**config.mk**
```make
export PLATFORM = sky130hd
export DESIGN_NAME = rx_recovery
export DESIGN_NICKNAME = d
export VERILOG_FILES = /design/src/common/rx_recovery_pkg.sv /design/src/rx_recovery.sv
export SDC_FILE = /design/constraint.sdc
export NUM_CORES = 1
export LEC_CHECK = 0
export BUFFER_PORTS_ARGS = -buffer_cell sky130_fd_sc_hd__buf_4
export CORE_MARGIN = 2
export CORE_UTILIZATION = 45
export CTS_BUF_LIST = sky130_fd_sc_hd__clkbuf_16
export CTS_CLUSTER_DIAMETER = 80
export DETAILED_ROUTE_END_ITERATION = 10
export PLACE_DENSITY_LB_ADDON = 0.25
export SLEW_MARGIN = 20
export SYNTH_ARGS = -nofsm -noshare
export SYNTH_HDL_FRONTEND = slang
export SYNTH_SLANG_ARGS = --single-unit
```
**constraint.sdc**
```tcl
create_clock -name clk_i -period 5.25 [get_ports clk_i]
set_input_delay 1.05 -clock clk_i [delete_from_list [all_inputs] [get_ports clk_i]]
set_output_delay 1.05 -clock clk_i [all_outputs]
set_load 0.005 [all_outputs]
```
**src/common/rx_recovery_pkg.sv**
```systemverilog
// constants for the asynchronous receiver recovery block
package rx_recovery_pkg;
  // register offsets (word index == byte address / 4 not used; plain port)
  localparam logic [3:0] ADDR_CTRL    = 4'h0;
  localparam logic [3:0] ADDR_STATUS  = 4'h1;
  localparam logic [3:0] ADDR_DATA    = 4'h2;
  localparam logic [3:0] ADDR_IRQ_ST  = 4'h3;
  localparam logic [3:0] ADDR_IRQ_EN  = 4'h4;
  localparam logic [3:0] ADDR_IRQ_CLR = 4'h5;
  // control fields
  localparam int CTRL_RX_EN_BIT  = 0;
  localparam int CTRL_DBL_BIT    = 1;
  localparam int CTRL_BITS_LSB   = 4;
  localparam int CTRL_BITS_W     = 4;
  localparam logic [7:0] CTRL_RESET = 8'h80;
  // status fields
  localparam int ST_DONE_BIT  = 0;
  localparam int ST_FERR_BIT  = 1;
  localparam int ST_OVR_BIT   = 2;
  localparam int ST_DATA9_BIT = 3;
  // interrupt events
  localparam int IRQ_W        = 3;
  localparam int IRQ_RX_BIT   = 0;
  localparam int IRQ_FERR_BIT = 1;
  localparam int IRQ_NOISE_BIT= 2;
  // sampling
  localparam logic [4:0] SPB_NORMAL = 5'h10;
  localparam logic [4:0] SPB_DOUBLE = 5'h08;
  localparam logic [4:0] VOTE_FIRST_NORMAL = 5'h08;
  localparam logic [4:0] VOTE_FIRST_DOUBLE = 5'h04;
  localparam logic [3:0] FRAME_BITS_MIN = 4'h5;
  localparam logic [3:0] FRAME_BITS_MAX = 4'ha;
  localparam int FIFO_DEPTH = 2;
  typedef enum logic [1:0] {RX_IDLE, RX_START, RX_BITS} rx_state_t;
endpackage : rx_recovery_pkg

```
**src/rx_recovery.sv**
```systemverilog
// asynchronous serial receiver: start detect, majority vote, two-entry buffer
// Notes on behaviour
// - clearing enable aborts a frame in flight
// - disabled receiver releases the input pin
// - disabling empties buffer; done flag clears
// - sample at 16x, or 8x in double speed
// - idle falling edge starts detection, sample one
// - start checked at 8-10, or 4-6
// - two high start samples mean noise
// - bit timing realigned at every start
// - 16 or 8 sample states per bit
// - three-sample majority decides each bit
// - votes centred on sample 9 or 5
// - recover through first stop, ignore others
// - zero first stop sets framing error
// - next start detectable after last vote
// - data plus parity length five to ten
// - first stop moves character into buffer
`timescale 1ns/1ps
`default_nettype none
module rx_recovery
  import rx_recovery_pkg::*;
(
  // clock and reset
  input  wire logic        clk_i,
  input  wire logic        reset_i,
  // oversampling tick from the baud generator
  input  wire logic        sample_tick_i,
  // serial line
  input  wire logic        serial_input_pin_i,
  output logic             pin_takeover_o,
  // register port
  input  wire logic [3:0]  addr_i,
  input  wire logic [15:0] wdata_i,
  input  wire logic        write_i,
  input  wire logic        read_i,
  output logic [15:0]      rdata_o,
  // interrupt
  output logic             irq_o
);

  // register state
  logic [7:0]       ctrl_q;
  logic [IRQ_W-1:0] irq_st_q;
  logic [IRQ_W-1:0] irq_en_q;
  logic [15:0]      rdata_q;

  logic       rx_en;
  logic       dbl;
  logic [3:0] frame_bits;
  assign rx_en      = ctrl_q[CTRL_RX_EN_BIT];
  assign dbl        = ctrl_q[CTRL_DBL_BIT];
  assign frame_bits = (ctrl_q[CTRL_BITS_LSB +: CTRL_BITS_W] < FRAME_BITS_MIN) ? FRAME_BITS_MIN :
                      (ctrl_q[CTRL_BITS_LSB +: CTRL_BITS_W] > FRAME_BITS_MAX) ? FRAME_BITS_MAX :
                      ctrl_q[CTRL_BITS_LSB +: CTRL_BITS_W];

  assign pin_takeover_o = rx_en;

  // input synchroniser: three stages, change taken when last two agree
  logic s1_q, s2_q, s3_q, line_q;
  always_ff @(posedge clk_i) begin
    if (reset_i) begin
      s1_q   <= 1'b1;
      s2_q   <= 1'b1;
      s3_q   <= 1'b1;
      line_q <= 1'b1;
    end else begin
      s1_q <= serial_input_pin_i;
      s2_q <= s1_q;
      s3_q <= s2_q;
      if (s2_q == s3_q) begin
        line_q <= s3_q;
      end
    end
  end

  // recovery state machine
  rx_state_t  state_q;
  logic [4:0] sample_q;
  logic [3:0] bit_idx_q;
  logic [1:0] votes_q;
  logic [9:0] shift_q;
  logic       prev_line_q;
  logic       frame_done;
  logic       frame_ferr;
  logic       noise_evt;

  logic [4:0] spb;
  logic [4:0] vote_first;
  logic [4:0] vote_last;
  logic       in_vote;
  logic       vote_one;
  assign spb        = dbl ? SPB_DOUBLE : SPB_NORMAL;
  assign vote_first = dbl ? VOTE_FIRST_DOUBLE : VOTE_FIRST_NORMAL;
  assign vote_last  = vote_first + 5'h02;
  assign in_vote    = (sample_q >= vote_first) && (sample_q <= vote_last);
  // majority of three: earlier two high, or one high plus this high
  assign vote_one   = (votes_q == 2'h2) || ((votes_q == 2'h1) && line_q);

  always_ff @(posedge clk_i) begin
    if (reset_i) begin
      state_q     <= RX_IDLE;
      sample_q    <= 5'h00;
      bit_idx_q   <= 4'h0;
      votes_q     <= 2'h0;
      shift_q     <= 10'h000;
      prev_line_q <= 1'b1;
      frame_done  <= 1'b0;
      frame_ferr  <= 1'b0;
      noise_evt   <= 1'b0;
    end else begin
      frame_done <= 1'b0;
      noise_evt  <= 1'b0;
      if (!rx_en) begin
        state_q     <= RX_IDLE;
        prev_line_q <= 1'b1;
      end else if (sample_tick_i) begin
        prev_line_q <= line_q;
        unique case (state_q)
          RX_IDLE: begin
            if (prev_line_q && !line_q) begin
              state_q  <= RX_START;
              sample_q <= 5'h02;
              votes_q  <= 2'h0;
            end
          end
          RX_START: begin
            sample_q <= sample_q + 5'h01;
            if (in_vote) begin
              votes_q <= votes_q + {1'b0, line_q};
              if (sample_q == vote_last) begin
                if (vote_one) begin
                  state_q   <= RX_IDLE;
                  noise_evt <= 1'b1;
                end else begin
                  // realign the bit counter to this start bit
                  state_q   <= RX_BITS;
                  bit_idx_q <= 4'h0;
                end
              end
            end
            if (sample_q == spb) begin
              sample_q  <= 5'h01;
              votes_q   <= 2'h0;
              bit_idx_q <= 4'h0;
            end
          end
          RX_BITS: begin
            sample_q <= (sample_q == spb) ? 5'h01 : sample_q + 5'h01;
            if (sample_q == spb) begin
              votes_q <= 2'h0;
            end else if (in_vote) begin
              votes_q <= votes_q + {1'b0, line_q};
            end
            if (in_vote && sample_q == vote_last) begin
              if (bit_idx_q == frame_bits) begin
                // first stop bit: leave now so the next edge is seen
                frame_ferr <= !vote_one;
                frame_done <= 1'b1;
                state_q    <= RX_IDLE;
              end else begin
                shift_q   <= {vote_one, shift_q[9:1]};
                bit_idx_q <= bit_idx_q + 4'h1;
              end
            end
          end
        endcase
      end
    end
  end

  // align the lsb-first shift to bit zero for any frame length
  logic [9:0] char_data;
  assign char_data = shift_q >> (4'ha - frame_bits);

  // two-entry receive buffer holding data and framing error
  logic [9:0] fifo_data_q [FIFO_DEPTH];
  logic       fifo_ferr_q [FIFO_DEPTH];
  logic       rd_ptr_q, wr_ptr_q;
  logic [1:0] count_q;
  logic       overrun_q;
  logic       data_read;
  logic       push;
  logic       pop;
  assign data_read = read_i && (addr_i == ADDR_DATA);
  assign pop       = data_read && (count_q != 2'h0);
  assign push      = frame_done && ((count_q != 2'h2) || pop);

  always_ff @(posedge clk_i) begin
    if (reset_i || !rx_en) begin
      rd_ptr_q  <= 1'b0;
      wr_ptr_q  <= 1'b0;
      count_q   <= 2'h0;
      overrun_q <= 1'b0;
    end else begin
      if (push) begin
        wr_ptr_q <= ~wr_ptr_q;
      end
      if (pop) begin
        rd_ptr_q <= ~rd_ptr_q;
      end
      count_q <= count_q + {1'b0, push} - {1'b0, pop};
      // a full buffer loses the new frame; flagged until a frame gets in
      if (frame_done && !push) begin
        overrun_q <= 1'b1;
      end else if (push) begin
        overrun_q <= 1'b0;
      end
    end
  end

  always_ff @(posedge clk_i) begin
    if (push) begin
      fifo_data_q[wr_ptr_q] <= char_data;
      fifo_ferr_q[wr_ptr_q] <= frame_ferr;
    end
  end

  // control, interrupt and read data
  logic [IRQ_W-1:0] irq_evt;
  assign irq_evt = {noise_evt, frame_done && frame_ferr, push};

  always_ff @(posedge clk_i) begin
    if (reset_i) begin
      ctrl_q   <= CTRL_RESET;
      irq_en_q <= '0;
    end else if (write_i) begin
      if (addr_i == ADDR_CTRL) begin
        ctrl_q <= wdata_i[7:0];
      end
      if (addr_i == ADDR_IRQ_EN) begin
        irq_en_q <= wdata_i[IRQ_W-1:0];
      end
    end
  end

  // a new event beats a clear in the same cycle
  always_ff @(posedge clk_i) begin
    if (reset_i) begin
      irq_st_q <= '0;
    end else begin
      irq_st_q <= (irq_st_q & ~((write_i && addr_i == ADDR_IRQ_CLR) ? wdata_i[IRQ_W-1:0] : '0)) | irq_evt;
    end
  end

  assign irq_o = |(irq_st_q & irq_en_q);

  logic [15:0] status_word;
  logic        has_data;
  assign has_data = count_q != 2'h0;
  always_comb begin
    status_word = 16'h0000;
    status_word[ST_DONE_BIT]  = has_data;
    status_word[ST_FERR_BIT]  = has_data && fifo_ferr_q[rd_ptr_q];
    status_word[ST_OVR_BIT]   = overrun_q;
    status_word[ST_DATA9_BIT] = has_data && fifo_data_q[rd_ptr_q][8];
  end

  always_ff @(posedge clk_i) begin
    if (reset_i) begin
      rdata_q <= 16'h0000;
    end else if (read_i) begin
      unique case (addr_i)
        ADDR_CTRL:   rdata_q <= {8'h00, ctrl_q};
        ADDR_STATUS: rdata_q <= status_word;
        ADDR_DATA:   rdata_q <= has_data ? {6'h00, fifo_data_q[rd_ptr_q]} : 16'h0000;
        ADDR_IRQ_ST: rdata_q <= {13'h0000, irq_st_q};
        ADDR_IRQ_EN: rdata_q <= {13'h0000, irq_en_q};
        default:     rdata_q <= 16'h0000;
      endcase
    end else begin
      rdata_q <= 16'h0000;
    end
  end
  assign rdata_o = rdata_q;

endmodule : rx_recovery
`default_nettype wire

```
==> results of run 1 <==
==> worst register-to-register path, cell delays in order, from the launching register on <==
cell and delay (ps):
dfxtp_1 610, a21oi_1 100, o21ai_2 510, inv_1 100, ha_1 580, mux4_2 560
nor2_1 90, a21oi_1 60
==> worst min-delay path by stage <==
stage / start / to / slack [ps] / depth (start not counted)
CTS: s1_q / s2_q / 410 / 1
detailed placement: s1_q / s2_q / 400 / 1
global route: s1_q / s2_q / 430 / 1
floorplan: s1_q / s2_q / 390 / 1
global placement: s1_q / s2_q / 400 / 1
finish: s1_q / s2_q / 410 / 1
==> state kept, by name, indices dropped and copies added (netlist names), 2 cells and up, named ones only <==
| signal | flops |
|---|---|
| fifo_data_q | 20 |
| count_q | 2 |
| votes_q | 2 |
| shift_q | 10 |
| bit_idx_q | 4 |
| irq_en_q | 3 |
| ctrl_q | 8 |
| irq_st_q | 3 |
| state_q | 2 |
| sample_q | 5 |
| rdata_o | 10 |
| fifo_ferr_q | 2 |
==> area by class of cell <==
type / count / area share
clock buffers: 9 / 0.0491
clock inverters: 7 / 0.0167
inverters: 19 / 0.0156
multi-input cells: 307 / 0.429
flip-flops and latches: 83 / 0.411
well taps: 108 / 0.0295
repair buffers: 30 / 0.0491
==> through the flow <==
step,instance area [µm²],instances,total power [W],worst slack (ps)
after floorplan,4090,434,0.000704,2350
after global placement,4270,547,0.000716,1870
after detailed placement,4270,547,0.000716,1880
after CTS,4580,563,0.00134,2050
after global routing,4580,563,0.00138,1970
final,4580,563,0.00133,2280
==> power groups by stage <==
stage	clock, W	sequential (W)	combinational (W)
floorplan	0	0.000671	0.0000328
global placement	0	0.000672	0.0000433
detailed placement	0	0.000672	0.0000438
CTS	0.000640	0.000658	0.0000439
global route	0.000669	0.000658	0.0000490
finish	0.000625	0.000658	0.0000442
==> cells in the mapped netlist, types with 2 or more instances <==
library cell and n:
and2_1 4, a31oi_1 6, nor4b_1 2, or2_2 5, dfxtp_1 61, mux2_2 8, nor3_1 9, nand3b_1 3
and3_1 2, and3_2 2, nor2b_1 4, nor2_1 52, a21o_2 2, buf_2 2, xor2_1 5, a21oi_1 26
nand2b_1 6, nor4_1 3, inv_1 19, nand4_1 2, a22oi_1 5, buf_4 6, or3_1 5, nand2_1 43
xnor2_1 6, nand3_1 13, o21ai_1 2, mux4_2 3, buf_6 2, o21ai_0 17, mux2i_1 29, a311oi_1 2
a211o_1 2, clkbuf_8 4, o211ai_1 4, o21a_1 2, ha_1 13, clkbuf_1 11, edfxtp_1 22
==> metal layers <==
| metal | share of wire | vias up | routed length, µm | track usage |
|---|---|---|---|---|
| li1 | - | 1544 | - | - |
| met1 | 0.47 | 1391 | 3680 | 0.220 |
| met2 | 0.47 | 63 | 3720 | 0.283 |
| met3 | 0.051 | 8 | 406 | 0.0429 |
| met4 | 0.011 | 0 | 85 | 0.0506 |
| met5 | 0 | - | 0 | 0 |
==> kinds of logic (layout without fill, tap and decap cells) <==
group | after synthesis | count (layout) | share of synthesized area
simple gates | 159 | 159 | 0.184
flops | 83 | 83 | 0.462
compound gates | 78 | 78 | 0.119
buf+inv | 44 | 65 | 0.0603
mux | 40 | 40 | 0.110
fa+ha+maj | 13 | 13 | 0.0400
xor+xnor | 11 | 11 | 0.0237
other cells | 1 | 6 | 0.000922
==> flow_metrics.env, run 1 <==
export IMPL_path_depth=6
export IMPL_p_per_area_nw_per_um2=290
export IMPL_finish_utilization=0.523
export IMPL_dr_pass1_iters=4
export IMPL_htreeDepth=3
export IMPL_port_buffers=29
export IMPL_synth_area_top_cells="dfxtp_1 (30%), edfxtp_1 (16%), mux2i_1 (7.1%), nor2_1 (4.8%), ha_1 (4.0%)"
export IMPL_fin_nets=489
export IMPL_rows=34
export IMPL_ys_seq_area_frac=0.462
export IMPL_start_util=0.464
export IMPL_startpoint_type="input port"
export IMPL_cap_violations=0
export IMPL_clkLatencyLatePin_ps=330
export IMPL_critPathRequiredTime_ps=5200
export IMPL_slew_headroom=0.392
export IMPL_die_w_um=99.1
export IMPL_multi_input_area_um2=1970
export IMPL_hold_viol=0
export IMPL_clockPowerShare=0.471
export IMPL_drv_slew=0
export IMPL_cts_tree="yes"
export IMPL_ios=44
export IMPL_critPathKind="input port to flop"
export IMPL_cts_hold_buf=0
export IMPL_outcome="complete, no violations"
export IMPL_final_cell_mix="dfxtp_1 (61), nor2_1 (52), nand2_1 (43)"
export IMPL_antenna_cells=0
export IMPL_worst_pin_slew_ps=909
export IMPL_antenna_found_initial=0
export IMPL_area_growth_pct=12.6
export IMPL_die_area_um2=9820
export IMPL_cp_max_fo=11
export IMPL_ys_ff_latch=83
export IMPL_postRouteAntennaNets=0
export IMPL_grt_max_degree=41
export IMPL_crit_chain="buf_4 > nor2_1 > nand3_1 > nor3_1 > o21ai_1 > nor2_1"
export IMPL_seqPwrFrac=0.496
export IMPL_worstRegToRegCells=7
export IMPL_wire_per_inst_um=14.0
export IMPL_cellLeakagePower_nw=1.84
export IMPL_pwr_share_comb=0.033
export IMPL_synthArstFlopShare=0
export IMPL_cp_arrival_ps=2920
export IMPL_post_route_period_util=0.566
export IMPL_totalWireLength_um=7890
export IMPL_slowest_stage="nor2_1"
export IMPL_p_int_w=0.00104
export IMPL_finalHoldWorstSlack_ps=407
export IMPL_grt_pass1_wl_um=13500
export IMPL_drc_errors=0
export IMPL_yosysUniqueCellTypes=54
export IMPL_cts_buffer_depth=2
export IMPL_crit_start="addr_i[2]"
export IMPL_finalSetupViolCount=0
export IMPL_overflow=0
export IMPL_gp_congestion=0.802
export IMPL_vias=3006
export IMPL_cts_buffers=9
export IMPL_period_needed_ps=2970
export IMPL_synth_warnings=0
export IMPL_syn_avg_cell_area_um2=9.48
export IMPL_synth_top_flop_cell="dfxtp_1"
export IMPL_fmax_mhz=337
export IMPL_fill_cells=824
export IMPL_grt_setup_unrepaired="no"
export IMPL_netlist_instances=429
export IMPL_drive_gt1_frac=0.152
export IMPL_setup_tns_ps=0
export IMPL_crit_end="fifo_data_q[1][1]"
export IMPL_cts_sinks=83
export IMPL_crit_top_cell="nor2_1"
export IMPL_switching_share=0.214
export IMPL_cp_top_family="simple AND/OR/NAND/NOR gates"
export IMPL_clk_pin_slew_ps=60
export IMPL_cts_resized=0
export IMPL_crit_buf_inv=1
export IMPL_skew_ps=8.82
export IMPL_root_buffer="clkbuf_16"
export IMPL_ir_drop_mv=0.148
export IMPL_core_um2=8760
export IMPL_r2r_slack_ps=2370
export IMPL_synth_top_area_cell="dfxtp_1"
export IMPL_switchingPower_w=0.000284
export IMPL_die_height_um=99.1
export IMPL_drt_iter0_markers=85
export IMPL_synth_top_cell_area_share=0.300
export IMPL_critPathCaptureType="flop"
export IMPL_dp_hpwl_um=5670
export IMPL_track_usage=0.170
export IMPL_final_common_cell="dfxtp_1"
export IMPL_syn_area_um2=4070
export IMPL_synth_edf_count=22
export IMPL_grt_pass1_vias=2862
export IMPL_min_path_type="flop to flop"
export IMPL_seqCellArea_um2=1880
export IMPL_avgViaCountPerCell=5.34
export IMPL_cts_setup_buffers=0
export IMPL_r2r_start="ctrl_q[7]"
export IMPL_reg2reg_to="fifo_data_q[0][3]"
export IMPL_critPathMaxStageDelay_ps=750
(Power assumes the default switching activity.)
==> inputs of run 2 (changes only) <==
==> constraint.sdc (replaced) <==
create_clock -name clk_i -period 2.6 [get_ports clk_i]
set_input_delay 0.52 -clock clk_i [delete_from_list [all_inputs] [get_ports clk_i]]
set_output_delay 0.52 -clock clk_i [all_outputs]
set_load 0.005 [all_outputs]
==> run 2 against run 1 <==
Register-to-register slack lost 2100 ps; clock skew shrank 1.0 ps; die area is the same; via count grew 4.2%; clock power grew 110%; critical path depth grew 1; largest power group is now clock; setup slack lost 2100 ps; flip-flop and latch count is the same; critical path type is now flop to flop; sequential power grew 100%; core utilization grew 1.2 points.
==> flow_metrics.env, run 2 (same netlist as run 1, synthesis figures left out) <==
export IMPL_outcome="complete, no violations"
export IMPL_final_cell_mix="dfxtp_1 (61), nor2_1 (52), nand2_1 (43)"
export IMPL_critPathCaptureType="flop"
export IMPL_root_buffer="clkbuf_16"
export IMPL_die_w_um=99.1
export IMPL_ir_drop_mv=0.342
export IMPL_dr_pass1_iters=4
export IMPL_drv_slew=0
export IMPL_clkLatencyLatePin_ps=320
export IMPL_drive_gt1_frac=0.169
export IMPL_switchingPower_w=0.000555
export IMPL_fin_nets=501
export IMPL_fmax_mhz=421
export IMPL_gp_congestion=0.808
export IMPL_startpoint_type="flop"
export IMPL_finalHoldWorstSlack_ps=373
export IMPL_overflow=0
export IMPL_drc_errors=0
export IMPL_pwr_share_comb=0.034
export IMPL_p_int_w=0.00220
export IMPL_drt_iter0_markers=135
export IMPL_clockPowerShare=0.484
export IMPL_multi_input_area_um2=1970
export IMPL_switching_share=0.201
export IMPL_top_usage_layer="met2"
export IMPL_final_common_cell="dfxtp_1"
export IMPL_critPathKind="flop to flop"
export IMPL_final_cells=575
export IMPL_seqCellArea_um2=1880
export IMPL_cellLeakagePower_nw=1.92
export IMPL_slew_headroom=0.551
export IMPL_met3_usage=0.0422
export IMPL_grt_setup_unrepaired="no"
export IMPL_dp_cells=559
export IMPL_avgViaCountPerCell=5.45
export IMPL_hold_viol=0
export IMPL_core_um2=8760
export IMPL_rows=34
export IMPL_htreeDepth=3
export IMPL_finish_utilization=0.535
export IMPL_worst_pin_slew_ps=666
export IMPL_cts_buffer_depth=2
export IMPL_area_growth_pct=15.3
export IMPL_crit_start="ctrl_q[1]"
export IMPL_largest_reg_flops=20
export IMPL_clk_pin_slew_ps=60
export IMPL_critPathRequiredTime_ps=2860
export IMPL_cp_max_fo=6
export IMPL_setup_tns_ps=0
export IMPL_r2r_start="ctrl_q[1]"
export IMPL_grtUsageMet1=0.228
export IMPL_grt_pass1_wl_um=14100
export IMPL_die_height_um=99.1
export IMPL_met2_usage=0.299
export IMPL_skew_ps=7.77
export IMPL_dp_hpwl_um=5930
export IMPL_totalWireLength_um=8260
export IMPL_die_area_um2=9820
export IMPL_fill_cells=791
export IMPL_antenna_cells=0
export IMPL_cts_buffers=9
export IMPL_p_per_area_nw_per_um2=588
export IMPL_track_usage=0.178
export IMPL_port_buffers=29
export IMPL_postRouteAntennaNets=0
export IMPL_period_needed_ps=2380
export IMPL_holdCritStartpoint="serial_input_pin_i"
export IMPL_top_register="fifo_data_q"
export IMPL_grt_pass1_vias=3033
export IMPL_cts_hold_buf=0
export IMPL_seqPwrFrac=0.482
export IMPL_antenna_found_initial=0
export IMPL_cts_tree="yes"
export IMPL_finalSetupViolCount=0
export IMPL_ios=44
export IMPL_min_path_type="input port to flop"
export IMPL_wire_per_inst_um=14.4
export IMPL_cp_arrival_ps=2640
export IMPL_start_util=0.464
export IMPL_grt_max_degree=24
export IMPL_cts_sinks=83
export IMPL_post_route_period_util=0.915
export IMPL_cap_violations=0
export IMPL_vias=3132
-- run 2: worst max-delay path: stages, from the launching register on --
cell and delay (ps):
dfxtp_1 410, inv_1 70, ha_1 290, and2_1 160
o2111ai_1 310, or3_2 570, or3_1 370, a21oi_1 140
-- run 2: timing repair --
item,4_1_cts,5_1_grt
buffers inserted,0,0
gates resized for setup,0,1
hold endpoints to repair,0,0
endpoints found under the setup margin,0,2
-- run 2: cell type report --
type                    instances  area share
clock buffers                   9      0.0480
clock inverters                 7      0.0200
inverters                      19      0.0152
multi-input cells             307       0.420
flip-flops and latches         83       0.401
well taps                     108      0.0288
repair buffers                 42      0.0672
-- run 2: path summary, 6_finish.rpt --
check	to	slack, ps	depth (start not counted)
worst min-delay path	s1_q	370	2
worst max-delay path	frame_ferr	220	7
worst max register to register	frame_ferr	220	7
worst min register to register	s2_q	410	1
-- run 2: per-layer routing --
metal	routed length [µm]	part of all wire	vias up
li1	-	-	1559
met1	3890	0.47	1511
met2	3990	0.48	58
met3	322	0.039	4
met4	62	0.0075	0
met5	0	0	-
-- run 2: through the flow --
| stage | power (W) | setup WS (ps) | cell area (µm²) |
|---|---|---|---|
| 2_1_floorplan | 0.00142 | 125 | 4090 |
| 3_3_place_gp | 0.00145 | 284 | 4360 |
| 3_5_place_dp | 0.00145 | 233 | 4360 |
| 4_1_cts | 0.00279 | 212 | 4680 |
| 5_1_grt | 0.00286 | 10.6 | 4690 |
| 6_report | 0.00276 | 222 | 4690 |
-- run 2: power groups by stage --
| stage | Clock [W] | Combinational (W) | Sequential, W |
|---|---|---|---|
| floorplan | 0 | 0.0000662 | 0.00135 |
| global placement | 0 | 0.0000913 | 0.00136 |
| detailed placement | 0 | 0.0000921 | 0.00136 |
| CTS | 0.00137 | 0.0000925 | 0.00133 |
| global route | 0.00143 | 0.000103 | 0.00133 |
| finish | 0.00134 | 0.0000929 | 0.00133 |
